File: src/logic/agccfg_pkg.sv
// Package for the AGC and transmit power configuration register group.
// Assumes byte-wide registers at even byte offsets on a plain strobe port.
package agccfg_pkg;

   localparam int DATA_W = 8;
   localparam int ADDR_W = 8;
   localparam int REG_COUNT = 12;
   localparam int REG_SHIFT = 1;
   localparam int IDX_W = 4;

   localparam logic [ADDR_W-1:0] OFS_LOCK_POS = 8'h28;
   localparam logic [ADDR_W-1:0] OFS_BACKOFF = 8'h2a;
   localparam logic [ADDR_W-1:0] OFS_TABLE_ADDR = 8'h2c;
   localparam logic [ADDR_W-1:0] OFS_TABLE_DATA = 8'h2e;
   localparam logic [ADDR_W-1:0] OFS_LOOP_COEF = 8'h30;
   localparam logic [ADDR_W-1:0] OFS_MANUAL_GAIN = 8'h32;
   localparam logic [ADDR_W-1:0] OFS_TEST_CTRL = 8'h34;
   localparam logic [ADDR_W-1:0] OFS_RF_THRESH = 8'h36;
   localparam logic [ADDR_W-1:0] OFS_SAT_ATTEN = 8'h38;
   localparam logic [ADDR_W-1:0] OFS_LOCK_NEG = 8'h3a;
   localparam logic [ADDR_W-1:0] OFS_CS_SCALE = 8'h3c;
   localparam logic [ADDR_W-1:0] OFS_TX_POWER = 8'h3e;

   localparam int R_LOCK_POS = int'(OFS_LOCK_POS - OFS_LOCK_POS) >> REG_SHIFT;
   localparam int R_BACKOFF = int'(OFS_BACKOFF - OFS_LOCK_POS) >> REG_SHIFT;
   localparam int R_TABLE_ADDR = int'(OFS_TABLE_ADDR - OFS_LOCK_POS) >> REG_SHIFT;
   localparam int R_TABLE_DATA = int'(OFS_TABLE_DATA - OFS_LOCK_POS) >> REG_SHIFT;
   localparam int R_LOOP_COEF = int'(OFS_LOOP_COEF - OFS_LOCK_POS) >> REG_SHIFT;
   localparam int R_MANUAL_GAIN = int'(OFS_MANUAL_GAIN - OFS_LOCK_POS) >> REG_SHIFT;
   localparam int R_TEST_CTRL = int'(OFS_TEST_CTRL - OFS_LOCK_POS) >> REG_SHIFT;
   localparam int R_RF_THRESH = int'(OFS_RF_THRESH - OFS_LOCK_POS) >> REG_SHIFT;
   localparam int R_SAT_ATTEN = int'(OFS_SAT_ATTEN - OFS_LOCK_POS) >> REG_SHIFT;
   localparam int R_LOCK_NEG = int'(OFS_LOCK_NEG - OFS_LOCK_POS) >> REG_SHIFT;
   localparam int R_CS_SCALE = int'(OFS_CS_SCALE - OFS_LOCK_POS) >> REG_SHIFT;
   localparam int R_TX_POWER = int'(OFS_TX_POWER - OFS_LOCK_POS) >> REG_SHIFT;

   // Field positions and widths
   localparam int WIN_LSB = 0;
   localparam int WIN_W = 5;
   localparam int MAXLOCK_LSB = 5;
   localparam int MAXLOCK_W = 3;
   localparam int BACKOFF_W = 6;
   localparam int TBL_ADDR_W = 5;
   localparam int TBL_RD_BIT = 5;
   localparam int GAIN_W = 7;
   localparam int MAN_RF_BIT = 7;
   localparam int CONT_BIT = 7;
   localparam int POL_BIT = 6;
   localparam int EXTRA_DIS_BIT = 5;
   localparam int OVR_BIT = 2;
   localparam int ABORT_BIT = 1;
   localparam int SAT_EN_BIT = 0;
   localparam int RF_DIS_BIT = 7;
   localparam int MID_LSB = 4;
   localparam int SAT_W = 4;
   localparam int BLK_LSB = 5;
   localparam int BLK_W = 3;
   localparam int CS_W = 6;
   localparam int TXP_LSB = 1;
   localparam int TXP_W = 7;
   localparam int LVL_W = 6;

   localparam logic [DATA_W-1:0] REG_RESET = 8'h00;

   typedef struct packed {
      logic [ADDR_W-1:0] addr;
      logic [DATA_W-1:0] wdata;
      logic wr;
      logic rd;
   } agccfg_bus_t;

   typedef struct packed {
      logic [GAIN_W-1:0] gain_value;
      logic [GAIN_W-1:0] if_gain;
      logic rf_pad_removed;
      logic [MAXLOCK_W-1:0] lock_updates;
      logic frozen;
      logic locked;
      logic second_search;
      logic second_weaker;
      logic [LVL_W-1:0] sat_level;
      logic mid_sat_over;
      logic low_sat_over;
   } agccfg_loop_t;

   typedef struct packed {
      logic [WIN_W-1:0] win_pos;
      logic signed [WIN_W:0] win_neg;
      logic [BACKOFF_W-1:0] backoff;
      logic [GAIN_W-1:0] loop_gain;
      logic [SAT_W:0] mid_atten;
      logic [SAT_W-1:0] low_atten;
      logic [CS_W-1:0] cs_scale;
   } agccfg_cfg_t;

   typedef struct packed {
      logic rf_gain;
      logic [GAIN_W-1:0] if_gain;
      logic search_allow;
      logic update_enable;
      logic extra_update;
      logic abort_second;
      logic sat_step_enable;
      logic [SAT_W:0] sat_atten;
   } agccfg_gain_t;

endpackage : agccfg_pkg

File: src/logic/agccfg_gain_table.sv
// Gain lookup table held in flip-flops, one write port, one read index.
// Assumes writes come from the register bank on the same clock.
`timescale 1ns/100ps
module agccfg_gain_table
   import agccfg_pkg::*;
#(
   parameter int DEPTH = 32
) (
   input wire logic i_clk,
   input wire logic i_reset,
   input wire logic i_we,
   input wire logic [TBL_ADDR_W-1:0] i_addr,
   input wire logic [GAIN_W-1:0] i_wdata,
   output logic [GAIN_W-1:0] o_rdata
);
   // Refused at elaboration: the address field cannot reach more entries
   if (DEPTH < 1 || DEPTH > (1 << TBL_ADDR_W)) begin : g_bad_depth
      $error("agccfg_gain_table: DEPTH out of range");
   end

   typedef struct packed {
      logic [DEPTH-1:0][GAIN_W-1:0] entry;
   } agccfg_table_state_t;

   agccfg_table_state_t st;
   agccfg_table_state_t next_st;

   always_comb begin
      next_st = st;
      if (i_we && (32'(i_addr) < DEPTH)) begin
         next_st.entry[i_addr] = i_wdata;
      end
   end

   always_ff @(posedge i_clk) begin
      if (i_reset) begin
         st <= '0;
      end else begin
         st <= next_st;
      end
   end

   // Entries beyond DEPTH read as zero
   assign o_rdata = (32'(i_addr) < DEPTH) ? st.entry[i_addr] : '0;

endmodule : agccfg_gain_table

File: src/logic/agccfg_tx_power.sv
// Transmit power hold: passes the programmed value to the power DAC.
// Assumes the transmit enable arrives from a pin, outside this clock.
`timescale 1ns/100ps
module agccfg_tx_power
   import agccfg_pkg::*;
(
   input wire logic i_clk,
   input wire logic i_reset,
   input wire logic i_transmit_enable,
   input wire logic [TXP_W-1:0] i_power,
   output logic [TXP_W-1:0] o_power
);
   typedef struct packed {
      logic sync1;
      logic sync2;
      logic prev;
      logic [TXP_W-1:0] power;
   } agccfg_txp_state_t;

   agccfg_txp_state_t st;
   agccfg_txp_state_t next_st;

   always_comb begin
      next_st = st;
      next_st.sync1 = i_transmit_enable;
      next_st.sync2 = st.sync1;
      next_st.prev = st.sync2;
      // Mid-burst register writes must not move the DAC
      if (st.sync2 && !st.prev) begin
         next_st.power = i_power;
      end
   end

   always_ff @(posedge i_clk) begin
      if (i_reset) begin
         st <= '0;
      end else begin
         st <= next_st;
      end
   end

   assign o_power = st.power;

endmodule : agccfg_tx_power

File: src/logic/agccfg_regs.sv
// Register bank for receive AGC configuration and transmit power setting.
// Assumes a strobe bus master on I_CORE_CLK and an AGC loop on the same clock.
// What this block does
// - Allow antenna search when lock updates within maximum
// - Hold five-bit positive outer lock window
// - Negate programmed negative window magnitude internally
// - Six-bit backoff sets converter headroom
// - Table-read bit selects table or stored data
// - Five-bit table address, seven-bit entries
// - Seven-bit fractional loop gain to loop
// - Override drives RF and IF gain manually
// - Manual RF bit one removes pad
// - Polarity bit inverts RF gain output
// - Continuous bit keeps updates during freeze
// - One extra update after lock unless disabled
// - Abort weaker second antenna search when enabled
// - Test bit zero gates step inside window
// - Remove RF pad below RF threshold
// - RF disable bit ignores threshold comparison
// - Mid step doubles value; steps on counts
// - Hold four-bit low saturation attenuation
// - Suppress step at or below block level plus eight
// - Hold six-bit second carrier-sense scale
// - Transmit power latched on transmit enable rise
// - Unused bits stored, read back, ignored
//
// The address-and-strobe port was decided locally.
`timescale 1ns/100ps
module agccfg_regs
   import agccfg_pkg::*;
#(
   parameter int TABLE_DEPTH = 32
) (
   input wire logic I_CORE_CLK,
   input wire logic I_RESET,
   input wire agccfg_bus_t I_BUS,
   input wire agccfg_loop_t I_LOOP,
   input wire logic I_TRANSMIT_ENABLE,
   output logic [DATA_W-1:0] O_RDATA,
   output agccfg_cfg_t O_CFG,
   output agccfg_gain_t O_GAIN,
   output logic [TXP_W-1:0] O_TX_POWER
);
   // Refused at elaboration: the table address field is five bits
   if (TABLE_DEPTH < 1 || TABLE_DEPTH > (1 << TBL_ADDR_W)) begin : g_bad_depth
      $error("agccfg_regs: TABLE_DEPTH out of range");
   end

   typedef struct packed {
      logic [REG_COUNT-1:0][DATA_W-1:0] regs;
      logic [DATA_W-1:0] rdata;
      agccfg_cfg_t cfg;
      agccfg_gain_t gain;
      logic locked_prev;
   } agccfg_regs_state_t;

   agccfg_regs_state_t st;
   agccfg_regs_state_t next_st;

   // Bus decode
   logic [ADDR_W-1:0] offs;
   logic [IDX_W-1:0] idx;
   logic in_range;
   logic aligned;
   logic hit;

   // Table access
   logic [TBL_ADDR_W-1:0] tbl_addr;
   logic tbl_read_sel;
   logic tbl_we;
   logic [GAIN_W-1:0] tbl_rdata;

   // Fields of the stored registers
   logic [MAXLOCK_W-1:0] max_lock;
   logic [WIN_W-1:0] win_pos;
   logic [WIN_W-1:0] win_neg_mag;
   logic [BACKOFF_W-1:0] backoff;
   logic [GAIN_W-1:0] loop_gain;
   logic man_rf;
   logic [GAIN_W-1:0] man_if;
   logic cont_update;
   logic rf_invert;
   logic extra_dis;
   logic override;
   logic abort_en;
   logic sat_in_window_en;
   logic rf_thr_dis;
   logic [GAIN_W-1:0] rf_thr;
   logic [SAT_W-1:0] mid_sat;
   logic [SAT_W-1:0] low_sat;
   logic [BLK_W-1:0] blk_level;
   logic [CS_W-1:0] cs_scale;
   logic [TXP_W-1:0] tx_power;

   // Derived gain terms
   logic rf_auto;
   logic rf_sel;
   logic [LVL_W-1:0] blk_cmp;
   logic in_block_window;
   logic step_ok;
   logic [SAT_W:0] step_value;

   assign offs = I_BUS.addr - OFS_LOCK_POS;
   assign idx = offs[IDX_W+REG_SHIFT-1:REG_SHIFT];
   assign in_range = (I_BUS.addr >= OFS_LOCK_POS) && (I_BUS.addr <= OFS_TX_POWER);
   assign aligned = (I_BUS.addr[REG_SHIFT-1:0] == '0);
   assign hit = in_range && aligned;

   assign max_lock = st.regs[R_LOCK_POS][MAXLOCK_LSB +: MAXLOCK_W];
   assign win_pos = st.regs[R_LOCK_POS][WIN_LSB +: WIN_W];
   assign win_neg_mag = st.regs[R_LOCK_NEG][WIN_LSB +: WIN_W];
   assign blk_level = st.regs[R_LOCK_NEG][BLK_LSB +: BLK_W];
   assign backoff = st.regs[R_BACKOFF][BACKOFF_W-1:0];
   assign tbl_addr = st.regs[R_TABLE_ADDR][TBL_ADDR_W-1:0];
   assign tbl_read_sel = st.regs[R_TABLE_ADDR][TBL_RD_BIT];
   assign loop_gain = st.regs[R_LOOP_COEF][GAIN_W-1:0];
   assign man_rf = st.regs[R_MANUAL_GAIN][MAN_RF_BIT];
   assign man_if = st.regs[R_MANUAL_GAIN][GAIN_W-1:0];
   assign cont_update = st.regs[R_TEST_CTRL][CONT_BIT];
   assign rf_invert = st.regs[R_TEST_CTRL][POL_BIT];
   assign extra_dis = st.regs[R_TEST_CTRL][EXTRA_DIS_BIT];
   assign override = st.regs[R_TEST_CTRL][OVR_BIT];
   assign abort_en = st.regs[R_TEST_CTRL][ABORT_BIT];
   assign sat_in_window_en = st.regs[R_TEST_CTRL][SAT_EN_BIT];
   assign rf_thr_dis = st.regs[R_RF_THRESH][RF_DIS_BIT];
   assign rf_thr = st.regs[R_RF_THRESH][GAIN_W-1:0];
   assign mid_sat = st.regs[R_SAT_ATTEN][MID_LSB +: SAT_W];
   assign low_sat = st.regs[R_SAT_ATTEN][SAT_W-1:0];
   assign cs_scale = st.regs[R_CS_SCALE][CS_W-1:0];
   assign tx_power = st.regs[R_TX_POWER][TXP_LSB +: TXP_W];

   // Table entry written through the data register only while reads target it
   assign tbl_we = I_BUS.wr && hit && (idx == IDX_W'(R_TABLE_DATA)) && tbl_read_sel;

   agccfg_gain_table #(
      .DEPTH(TABLE_DEPTH)
   ) u_table (
      .i_clk(I_CORE_CLK),
      .i_reset(I_RESET),
      .i_we(tbl_we),
      .i_addr(tbl_addr),
      .i_wdata(I_BUS.wdata[GAIN_W-1:0]),
      .o_rdata(tbl_rdata)
   );

   agccfg_tx_power u_tx_power (
      .i_clk(I_CORE_CLK),
      .i_reset(I_RESET),
      .i_transmit_enable(I_TRANSMIT_ENABLE),
      .i_power(tx_power),
      .o_power(O_TX_POWER)
   );

   // RF pad: manual bit under override, else threshold, else loop
   always_comb begin
      rf_auto = I_LOOP.rf_pad_removed;
      if (!rf_thr_dis) begin
         rf_auto = (I_LOOP.gain_value < rf_thr);
      end
      rf_sel = override ? man_rf : rf_auto;
   end

   // Saturation step gating and size
   always_comb begin
      blk_cmp = LVL_W'({1'b1, blk_level});
      in_block_window = (I_LOOP.sat_level <= blk_cmp);
      step_ok = !in_block_window || sat_in_window_en;
      step_value = '0;
      if (I_LOOP.mid_sat_over) begin
         step_value = {mid_sat, 1'b0};
      end else if (I_LOOP.low_sat_over) begin
         step_value = {1'b0, low_sat};
      end
      if (!step_ok) begin
         step_value = '0;
      end
   end

   always_comb begin
      next_st = st;
      next_st.locked_prev = I_LOOP.locked;

      // All eight bits kept, spare ones included
      if (I_BUS.wr && hit) begin
         next_st.regs[idx] = I_BUS.wdata;
      end

      // Read data valid only in the cycle after the strobe
      next_st.rdata = '0;
      if (I_BUS.rd && hit) begin
         if ((idx == IDX_W'(R_TABLE_DATA)) && tbl_read_sel) begin
            next_st.rdata = DATA_W'(tbl_rdata);
         end else begin
            next_st.rdata = st.regs[idx];
         end
      end

      next_st.cfg.win_pos = win_pos;
      next_st.cfg.win_neg = -$signed({1'b0, win_neg_mag});
      next_st.cfg.backoff = backoff;
      next_st.cfg.loop_gain = loop_gain;
      next_st.cfg.mid_atten = {mid_sat, 1'b0};
      next_st.cfg.low_atten = low_sat;
      next_st.cfg.cs_scale = cs_scale;

      next_st.gain.rf_gain = rf_sel ^ rf_invert;
      next_st.gain.if_gain = override ? man_if : I_LOOP.if_gain;
      next_st.gain.search_allow = (I_LOOP.lock_updates <= max_lock);
      // Locked counts as frozen for the update gate
      next_st.gain.update_enable = cont_update || !(I_LOOP.frozen || I_LOOP.locked);
      next_st.gain.extra_update = I_LOOP.locked && !st.locked_prev && !extra_dis;
      next_st.gain.abort_second = abort_en && I_LOOP.second_search && I_LOOP.second_weaker;
      next_st.gain.sat_step_enable = step_ok;
      next_st.gain.sat_atten = step_value;
   end

   always_ff @(posedge I_CORE_CLK) begin
      if (I_RESET) begin
         st <= '0;
         for (int i = 0; i < REG_COUNT; i++) begin
            st.regs[i] <= REG_RESET;
         end
      end else begin
         st <= next_st;
      end
   end

   assign O_RDATA = st.rdata;
   assign O_CFG = st.cfg;
   assign O_GAIN = st.gain;

endmodule : agccfg_regs

File: config.mk
export PLATFORM = sky130hd
export DESIGN_NAME = agccfg_regs
export DESIGN_NICKNAME = d
export VERILOG_FILES = /design/src/logic/agccfg_pkg.sv /design/src/logic/agccfg_gain_table.sv /design/src/logic/agccfg_tx_power.sv /design/src/logic/agccfg_regs.sv
export SDC_FILE = /design/constraint.sdc
export NUM_CORES = 1
export LEC_CHECK = 0
export BUFFER_PORTS_ARGS = -buffer_cell sky130_fd_sc_hd__buf_2
export CAP_MARGIN = 20
export CORE_MARGIN = 3
export CORE_UTILIZATION = 60
export CTS_CLUSTER_SIZE = 8
export DETAILED_ROUTE_END_ITERATION = 10
export PLACE_DENSITY = 0.79
export SLEW_MARGIN = 25
export SYNTH_ARGS = -nofsm -noshare
export SYNTH_HDL_FRONTEND = slang
export SYNTH_SLANG_ARGS = --single-unit
File: constraint.sdc
create_clock -name I_CORE_CLK -period 2.7 [get_ports I_CORE_CLK]
set_input_delay 0.135 -clock I_CORE_CLK [delete_from_list [all_inputs] [get_ports I_CORE_CLK]]
set_output_delay 0.135 -clock I_CORE_CLK [all_outputs]
set_load 0.01 [all_outputs]
==> impl_summary.txt, run 1 <==
----------------------------------------------------
[Run status]
  Status ... finished clean

[GRT]
  Overflow left after global routing ... 0
  Number of antenna violations at the first check in global routing ... 0
  Global-route wire length before repair ... 71100 um
  Tot GR Track Use ... 28.2%
  Via count of the first global-routing pass ... 13400
  Pin count of the biggest net entering global routing ... 177

[Logic synthesis]
  Sequential share of the synthesized area ... 45.5%
  Synth Register Bits ... 395
  Post-Syn Area ... 17400 sq um
  Most used standard cells in the synthesized netlist ... dfxtp_1 (395), nand3b_1 (206), mux2i_1 (185)
  Number of instances in the synthesized netlist ... 1791
  Most used flip-flop cell after synthesis ... dfxtp_1
  Share of async-settable or async-resettable flops after synthesis ... 0%
  Yosys cell types ... 56
  Post-Syn Area per Cell ... 9.70 sq um
  Yosys synthesis warning count ... 0
  Yosys top cell by area ... dfxtp_1
  Number of synthesized flops with an enable pin ... 0
  Number of nets produced by synthesis ... 1858
  Most used standard cell by instance count after synthesis ... dfxtp_1
  Yosys top cell area share ... 45.5%
  Top post-synthesis cells by area ... dfxtp_1 (46%), mux2i_1 (11%), nand3b_1 (8.9%)

[Floorplanning]
  Core Region ... 28200 sq um
  Die X-Extent ... 176 um
  Total number of placement rows ... 61
  Vert. Die Dim ... 176 um
  Die ar. ... 31000 sq um
  Boundary Pins ... 123
  Starting density of the core ... 61.7%

[Power]
  Cell internal power dissipation ... 9.59 mW
  Switching share of power ... 21.5%
  Sequential cell fraction of total power ... 48.0%
  Peak ir drop on the vdd network ... 638 uV
  Power density over the cells ... 626 nW/um^2
  Part of the power in combinational logic ... 3.9%
  Leakage power figure ... 7.32 nW
  Net Sw Power ... 2.63 mW
  Clock network fraction of design power ... 48.1%

[Cells and area]
  Final Net Count ... 1895
  Diode insertion count for antenna repair ... 0
  Proportion of layout cells with a drive suffix above 1 ... 16.5%
  Final design utilization ... 69.3%
  Area growth from synthesis to layout ... 12.3%

[STA]
  Total Negative Setup Slacks ... 0 ns
  Final setup skew ... 0.0144 ns
  Worst slew margin relative to its limit ... 54.6%
  Tmin final ... 2.52 ns
  Max Freq ... 396 MHz
  Ratio of final minimum period to clock period ... 93.4%
  Unrepaired setup endpoints after global routing ... no
  Tightest Pin Transition ... 0.681 ns
  Setup violators final ... 0
  Max-slew violation total from the final report ... 0
  Count of endpoints failing hold in the final timing report ... 0

[Clocking]
  Clock-pin slew reported for the worst setup and hold paths after clock tree synthesis ... 0.05 ns
  Depth of the CTS H-tree ... 2
  Clock sink count ... 395
  Number of instances resized during post-cts repair ... 0
  Clock tree buffer depth ... 3
  Root buffer cell ... clkbuf_16
  Number of buffers added by the clock tree synthesis step ... 55
  CTS tree ... done
  Skew-Pair Late Insertion Delay ... 0.56 ns

[Critical path]
  Cell with the largest stage delay on the worst path ... a2111oi_4
  Critical path startpoint category ... register
  Worst Path Max Fanout ... 13
  Endpoint required time on the critical path ... 3.11 ns
  Signal arrival time at the worst endpoint ... 2.93 ns
  Worst Path Class, Setup ... reg -> reg
  Most common cell type on the critical path ... nand4_1
  Max stage delay on crit path ... 0.45 ns
  Endpoint class of the critical path ... register
  Cell-by-cell listing of the critical path ... nand4_1, a2111oi_4, buf_4, nand4_1, nand3b_1, o21ai_0

[Routing]
  Wire length per cell ... 20.2 um
  Total wire length ... 44600 um
  Detail Route Antenna Nets ... 0
  First-pass iteration count of the detailed router ... 6
  Detailed route wirelength on metal3 ... 3300 um
  Detailed-route wire length on metal 1 ... 18300 um
  Highest layer used for signal routing ... met4
  Post-route DRC ... 0
  Met2 wirelength from detailed routing ... 20800 um
  Mean number of vias per cell ... 6.16
  Number of vias after detailed routing ... 13600
  Initial DRC Count ... 1261

[Job]
  Number of maximum-capacitance constraint violations ... 0

[Worst hold path]
  Hold crit path type ... in -> reg

[Placed design]
  Detailed placement HPWL ... 28300 um
  Count of buffers from port buffering ... 121
  Final estimated routing congestion in global placement ... 0.928

----------------------------------------------------
-- worst max-delay path: cells and delay by family (launching register included) --
kind | cells | cell delay [ns]
and+or+nand+nor | 3 | 1.13
AOI/OAI and AO/OA | 2 | 0.58
buffers and inverters | 1 | 0.26
DFF | 1 | 0.40
-- cell families (layout without fill, tap and decap cells) --
| group | Yosys count | count (layout) | share of synthesized area, % |
|---|---|---|---|
| compound gates | 330 | 330 | 10.8 |
| mux | 225 | 225 | 15.6 |
| simple gates | 565 | 565 | 19.4 |
| fa+ha+maj | 16 | 16 | 1.15 |
| flops | 395 | 395 | 45.5 |
| other cells | 1 | 1 | 0.0216 |
| xor+xnor | 3 | 3 | 0.151 |
| buf+inv | 256 | 295 | 7.33 |
-- final cells by class --
cell class	count	area [sq um]
clock buffers	56	1380
clock inverters	3	36.3
fillers	2067	8660
inverters	21	78.8
multi-input cells	1140	8190
flip-flops and latches	395	7910
well taps	378	473
repair buffers	215	1440
-- cells in the final DEF, fill, tap and decap left out, types with 3 or more instances in the layout --
master         netlist  routed
a2111oi_4            4       4
a21o_1              10      10
a21oi_1             26      26
a22oi_1              8       8
a31oi_1              3       3
and2_1               3       3
and3_1               8       8
and4_1               4       4
and4b_1              3       3
buf_12               0       4
buf_2               30     120
buf_4               73      64
clkbuf_16            0      55
dfxtp_1            395     394
dlygate4sd3_1        0      26
ha_1                16      16
inv_1               20      20
mux2_2               4       4
mux2i_1            185     185
mux4_2              36      36
nand2_1             74      74
nand2b_1            12      12
nand3_1              7       7
nand3b_1           206     206
nand4_1             42      42
nand4b_1             3       3
nand4bb_1            3       3
nor2_1             121     121
nor2b_1             43      43
nor3_1              13      13
nor3b_1              3       3
nor4_1               7       7
nor4b_1              3       3
o211ai_1            11      11
o21ai_0            174     174
o21ai_1             62      61
o22ai_1             24      24
-- path summary, 6_finish.rpt --
check | start | end | slack (ns) | cells past startpoint
setup / recovery | st[87] | u_table.st[64] | 0.18 | 6
hold / removal | I_RESET | man_if[0] | 0.02 | 2
setup reg to reg | st[87] | u_table.st[64] | 0.18 | 6
hold reg to reg | st[0] | O_GAIN[7] | 0.39 | 1
-- sequential cells by signal, summed over array words and instances, names as in the netlist, 2 cells and up --
register and count:
O_CFG 38, O_GAIN 18, O_RDATA 8, backoff 6
blk_cmp 3, cs_scale 6, loop_gain 7, low_sat 4
man_if 7, max_lock 3, mid_sat 4, next_st 5
rf_thr 7, st 37, u_table.st 224, u_tx_power.next_st 2
u_tx_power.o_power 7
-- metrics by stage --
step                      worst slack [ns]  power, mW  hold WS [ns]  instance area (sq um)  cells
after global placement               0.174       6.41         0.350                  17800   2119
final                                0.177       12.2        0.0169                  19500   2208
after floorplan                      0.557       6.27         0.260                  17400   1791
after CTS                            0.134       12.3        0.0132                  19500   2204
after detailed placement           0.00819       6.42         0.351                  17800   2119
after global routing                0.0148       12.6        0.0320                  19500   2208
-- power groups by stage --
stage	combinational (mW)	sequential [mW]	clock, mW
after floorplan	0.293	5.97	0
after global placement	0.433	5.97	0
after detailed placement	0.442	5.97	0
after CTS	0.472	5.86	5.94
after global routing	0.509	5.85	6.19
final	0.480	5.86	5.88
-- repair_timing --
item,in CTS,in global routing
endpoints found under the setup margin,0,14
hold buffers,26,0
setup buffers,0,4
hold endpoints to repair,46,0
-- routing by layer --
metal	vias to the layer above	GRT usage, %
met4	0	13.2
met5	-	0
li1	6355	-
met1	6519	36.5
met3	143	4.45
met2	594	46.6
No activity file was read; power rests on OpenSTA's default activity.
==> run 2, diff against run 1 <==
--- a/config.mk
+++ b/config.mk
@@ -5,13 +5,13 @@
 export SDC_FILE = /design/constraint.sdc
 export NUM_CORES = 1
 export LEC_CHECK = 0
-export BUFFER_PORTS_ARGS = -buffer_cell sky130_fd_sc_hd__buf_2
+export BUFFER_PORTS_ARGS = -buffer_cell sky130_fd_sc_hd__clkbuf_2
 export CAP_MARGIN = 20
 export CORE_MARGIN = 3
-export CORE_UTILIZATION = 60
+export CORE_UTILIZATION = 55
 export CTS_CLUSTER_SIZE = 8
 export DETAILED_ROUTE_END_ITERATION = 10
-export PLACE_DENSITY = 0.79
+export PLACE_DENSITY = 0.74
 export SLEW_MARGIN = 25
 export SYNTH_ARGS = -nofsm -noshare
 export SYNTH_HDL_FRONTEND = slang
==> impl_summary.txt, run 2 (same netlist as run 1, synthesis figures left out) <==
----------------------------------------------------
[Run status]
  Status ... finished clean

[Cells and area]
  Commonest non-fill, non-tap cell in the layout ... dfxtp_1
  Proportion of layout cells with a drive suffix above 1 ... 17.0%
  Area growth from synthesis to layout ... 13.0%
  Final Net Count ... 1894
  Final non-filler cell area ... 19600 sq um
  Number of flip-flops under the largest register name ... 224
  Fill cell count ... 2404
  Leading cell types in the layout, fill and taps excluded ... dfxtp_1 (394), nand3b_1 (206), mux2i_1 (185), o21ai_0 (174), nor2_1 (121)
  Register containing the most flip-flops in the final layout ... u_table.st
  Diode insertion count for antenna repair ... 0

[Routing]
  Initial DRC Count ... 1167
  Post-route DRC ... 0
  Total wire length ... 45000 um
  Wire length per cell ... 20.2 um
  Detail Route Antenna Nets ... 0
  Mean number of vias per cell ... 6.02
  Number of vias after detailed routing ... 13400
  First-pass iteration count of the detailed router ... 6

[Floorplanning]
  Die ar. ... 33700 sq um
  Starting density of the core ... 56.3%
  Total number of placement rows ... 64
  Vert. Die Dim ... 184 um
  Boundary Pins ... 123
  Core Region ... 30800 sq um
  Die X-Extent ... 184 um

[STA]
  Tightest Pin Transition ... 0.754 ns
  Total Negative Setup Slacks ... 0 ns
  Max-slew violation total from the final report ... 0
  Worst slew margin relative to its limit ... 49.7%
  Unrepaired setup endpoints after global routing ... no
  Setup violators final ... 0
  Tmin final ... 2.63 ns
  Ratio of final minimum period to clock period ... 97.4%
  Max Freq ... 380 MHz
  Count of endpoints failing hold in the final timing report ... 0
  Final setup skew ... 0.0115 ns

[Critical path]
  Worst Path Class, Setup ... reg -> reg
  Slack of the worst reg-to-reg path ... 0.07 ns
  Cell with the largest stage delay on the worst path ... dfxtp_4
  Critical path startpoint category ... register
  Endpoint class of the critical path ... register
  Number of buffer and inverter stages on the critical path ... 1
  Endpoint required time on the critical path ... 3.14 ns
  Worst Path Max Fanout ... 41
  Cell-by-cell listing of the critical path ... buf_12, mux2i_1, o22ai_1, nor4_1, nand4_1, and3_1
  Signal arrival time at the worst endpoint ... 3.06 ns
  Max stage delay on crit path ... 0.64 ns
  Crit path max-delay family ... simple AND/OR/NAND/NOR gates

[GRT]
  Global-route wire length before repair ... 71400 um
  Pin count of the biggest net entering global routing ... 130
  Via count of the first global-routing pass ... 13100
  Tot GR Track Use ... 26.1%
  Overflow left after global routing ... 0
  Number of antenna violations at the first check in global routing ... 0

[Power]
  Power after layout ... 12.3 mW
  Peak ir drop on the vdd network ... 441 uV
  Leakage power figure ... 7.29 nW
  Power density over the cells ... 629 nW/um^2

[Placed design]
  Count of buffers from port buffering ... 121
  Final estimated routing congestion in global placement ... 0.902
  Detailed placement HPWL ... 29000 um
  Placed instance area ... 17800 sq um

[Job]
  Number of maximum-capacitance constraint violations ... 0

[Clocking]
  Clock sink count ... 395
  CTS tree ... done
  Number of buffers added by the clock tree synthesis step ... 55
  Clock-pin slew reported for the worst setup and hold paths after clock tree synthesis ... 0.05 ns
  Clock tree buffer depth ... 3
  Depth of the CTS H-tree ... 2
  Root buffer cell ... clkbuf_16
  Skew-Pair Late Insertion Delay ... 0.56 ns

[Worst hold path]
  Hold crit path type ... in -> reg

----------------------------------------------------
[run 2: path summary, 6_finish.rpt]
path / start / endpoint / depth (start not counted)
max: st[83] / O_RDATA[0] / 6
min: I_BUS[3] / st[139] / 3
max reg2reg: st[83] / O_RDATA[0] / 6
min reg2reg: st[0] / O_GAIN[7] / 1
[run 2: repair_timing]
action | 4_1_cts | 5_1_grt
gates resized for setup | 0 | 7
hold buffers | 21 | 0
hold endpoints to repair | 28 | 0
setup buffers | 0 | 9
endpoints found under the setup margin | 0 | 95
[run 2: report_power, final]
part / switching (mW) / internal, mW
clock network: 2.33 / 3.67
logic: 0.300 / 0.176
registers: 0.00509 / 5.86
[run 2: tightest hold or removal path: stages]
cell and delay, ns:
clkbuf_2 0.23, mux2i_1 0.11, nor2_1 0.07
[run 2: cell type report]
class                      instances  area [sq um]  share of cell area [%]
clock buffer                      58          1430                    7.29
clock inverter                     2          27.5                   0.140
inverter                          21          78.8                   0.402
timing repair buffer             214          1440                    7.34
tap                              396           495                    2.53
multi-input combinational       1140          8240                    42.0
sequential                       395          7910                    40.3
[run 2: metrics by stage]
| stage | utilization (%) | hold slack (ns) | std cells | setup WS (ns) |
|---|---|---|---|---|
| 3_5_place_dp | 57.9 | 0.360 | 2136 | 0.0814 |
| 2_1_floorplan | - | 0.260 | 1791 | 0.557 |
| 3_3_place_gp | 57.9 | 0.355 | 2136 | 0.0973 |
| 6_report | 63.6 | 0.0321 | 2226 | 0.0712 |
| 4_1_cts | 63.3 | 0.00837 | 2217 | 0.0353 |
| 5_1_grt | 63.6 | 0.0212 | 2226 | 0.0236 |
[run 2: metal layers]
metal | vias to the layer above | global-route usage, % | part of all wire [%]
li1 | 6353 | - | -
met1 | 6487 | 34.1 | 42
met2 | 473 | 44.0 | 48
met3 | 93 | 3.72 | 5.9
met4 | 0 | 10.0 | 3.6
met5 | - | 0 | 0
==> run 3, diff against run 2 <==
--- a/config.mk
+++ b/config.mk
@@ -5,14 +5,15 @@
 export SDC_FILE = /design/constraint.sdc
 export NUM_CORES = 1
 export LEC_CHECK = 0
-export BUFFER_PORTS_ARGS = -buffer_cell sky130_fd_sc_hd__clkbuf_2
 export CAP_MARGIN = 20
 export CORE_MARGIN = 3
 export CORE_UTILIZATION = 55
 export CTS_CLUSTER_SIZE = 8
 export DETAILED_ROUTE_END_ITERATION = 10
-export PLACE_DENSITY = 0.74
+export DONT_BUFFER_PORTS = 1
+export PLACE_DENSITY = 0.7
 export SLEW_MARGIN = 25
 export SYNTH_ARGS = -nofsm -noshare
 export SYNTH_HDL_FRONTEND = slang
 export SYNTH_SLANG_ARGS = --single-unit
+export TNS_END_PERCENT = 10
==> impl_summary.txt, run 3 (same netlist as run 1, synthesis figures left out) <==
----------------------------------------------------
[GRT]
  Overflow left after global routing ... 0
  Tot GR Track Use ... 29.4%
  Number of antenna violations at the first check in global routing ... 1
  Via count of the first global-routing pass ... 14100
  Pin count of the biggest net entering global routing ... 235
  Global-route wire length before repair ... 79800 um

[Cells and area]
  Area growth from synthesis to layout ... 20.8%
  Number of flip-flops under the largest register name ... 224
  Proportion of layout cells with a drive suffix above 1 ... 9.81%
  Final design utilization ... 68.0%
  Commonest non-fill, non-tap cell in the layout ... dfxtp_1
  Diode insertion count for antenna repair ... 0
  Final non-filler cell area ... 21000 sq um
  Register containing the most flip-flops in the final layout ... u_table.st
  Leading cell types in the layout, fill and taps excluded ... dfxtp_1 (393), dlygate4sd3_1 (217), nand3b_1 (206), mux2i_1 (185), o21ai_0 (174)
  Final Net Count ... 1971
  Finished Layout Cells ... 2303

[Routing]
  First-pass iteration count of the detailed router ... 6
  Total wire length ... 50500 um
  Mean number of vias per cell ... 6.17
  Post-route DRC ... 0
  Wire length per cell ... 21.9 um
  Initial DRC Count ... 1329
  Detail Route Antenna Nets ... 0
  Number of vias after detailed routing ... 14200

[Clocking]
  Number of buffers added by the clock tree synthesis step ... 55
  CTS tree ... done
  Depth of the CTS H-tree ... 2
  Skew-Pair Late Insertion Delay ... 0.57 ns
  Clock tree buffer depth ... 3
  Clock-pin slew reported for the worst setup and hold paths after clock tree synthesis ... 0.05 ns
  Root buffer cell ... clkbuf_16
  Clock sink count ... 395

[Power]
  Peak ir drop on the vdd network ... 452 uV
  Leakage power figure ... 7.84 nW
  Power density over the cells ... 583 nW/um^2

[STA]
  Final setup skew ... 0.0224 ns
  Count of endpoints failing hold in the final timing report ... 0
  Max Freq ... 385 MHz
  Tmin final ... 2.60 ns
  Final worst slack ... 0.101 ns
  Hold WS ... 0.0317 ns
  Tightest Pin Transition ... 1.08 ns
  Setup violators final ... 0
  Ratio of final minimum period to clock period ... 96.3%
  Max-slew violation total from the final report ... 0
  Worst slew margin relative to its limit ... 27.8%

[Placed design]
  Detailed placement HPWL ... 28500 um
  Final estimated routing congestion in global placement ... 0.842
  Number of cells in the design after placement ... 2019
  Placed instance area ... 17200 sq um
  Place WS ... 0.202 ns
  Count of buffers from port buffering ... 0

[Critical path]
  FF-to-FF path depth ... 8
  Worst Path Class, Setup ... reg -> reg
  Endpoint class of the critical path ... register
  Endpoint required time on the critical path ... 3.12 ns
  Critical path startpoint category ... register
  Startpoint of the worst-slack reg-to-reg timing path ... st[83]
  Critical path origin ... st[83]
  Signal arrival time at the worst endpoint ... 3.02 ns
  Worst Path Max Fanout ... 20

[Worst hold path]
  Hold crit path type ... in -> reg
  Hold Path Stages ... 3
  Start point of the worst min-delay path ... I_BUS[11]

[Floorplanning]
  Starting density of the core ... 56.3%
  Boundary Pins ... 123
  Core Region ... 30800 sq um
  Die X-Extent ... 184 um
  Total number of placement rows ... 64
  Vert. Die Dim ... 184 um
  Die ar. ... 33700 sq um

[Run status]
  Status ... finished clean

[Job]
  Number of maximum-capacitance constraint violations ... 0

----------------------------------------------------
-- run 3: cell types whose count changed in the layout (fill, tap and decap cells not counted), moves of 3 or more --
cell,previous run,this run
nor4_1,4,7
clkbuf_2,120,0
buf_4,66,63
dlymetal6s4s_1,0,5
nor4_2,3,0
dlygate4sd3_1,21,217
-- run 3: metrics by stage --
step	setup TNS (ns)	total power, mW
after floorplan	0	6.27
after global placement	0	6.21
after detailed placement	0	6.21
after CTS	0	12.3
after global routing	-0.00316	12.6
final	0	12.2
-- run 3: where the power goes --
group          switching [mW]  leakage, nW  internal (mW)
logic                   0.189         3.94          0.136
clock network            2.36        0.714           3.67
registers              0.0110         3.18           5.86
total                    2.56         7.84           9.67
-- run 3: repair_timing --
action                                  in CTS  in global routing
endpoints found under the hold margin      388                  0
endpoints found under the setup margin       0                128
gates resized for setup                      0                  9
hold buffers                               223                  0
buffers inserted                             0                  1
-- run 3: area by class of cell --
cell class              instances  area (sq um)
clock inverters                 2          27.5
repair buffers                291          2830
well taps                     396           495
clock buffers                  58          1430
multi-input cells            1140          8210
flip-flops and latches        395          7910
inverters                      21          78.8
fillers                      2281          9850
-- run 3: final timing paths --
check                    to  slack [ns]
max          u_table.st[87]        0.10
max reg2reg  u_table.st[87]        0.10
min                 st[138]        0.03
min reg2reg       O_GAIN[7]        0.41
-- run 3: critical path, stage by stage, from the launching register on --
cell and delay, ns:
dfxtp_4 0.47, or2_2 0.35, a2111oi_4 0.28, buf_6 0.19, nand4_1 0.10, buf_4 0.18, dlygate4sd3_1 0.66, nand3b_1 0.11
o21ai_0 0.09
-- run 3: layer usage --
| metal | GRT usage [%] | part of all wire (%) |
|---|---|---|
| met1 | 37.1 | 41 |
| met4 | 11.7 | 4.0 |
| met5 | 0 | 0.026 |
| met2 | 49.4 | 47 |
| met3 | 6.15 | 8.0 |
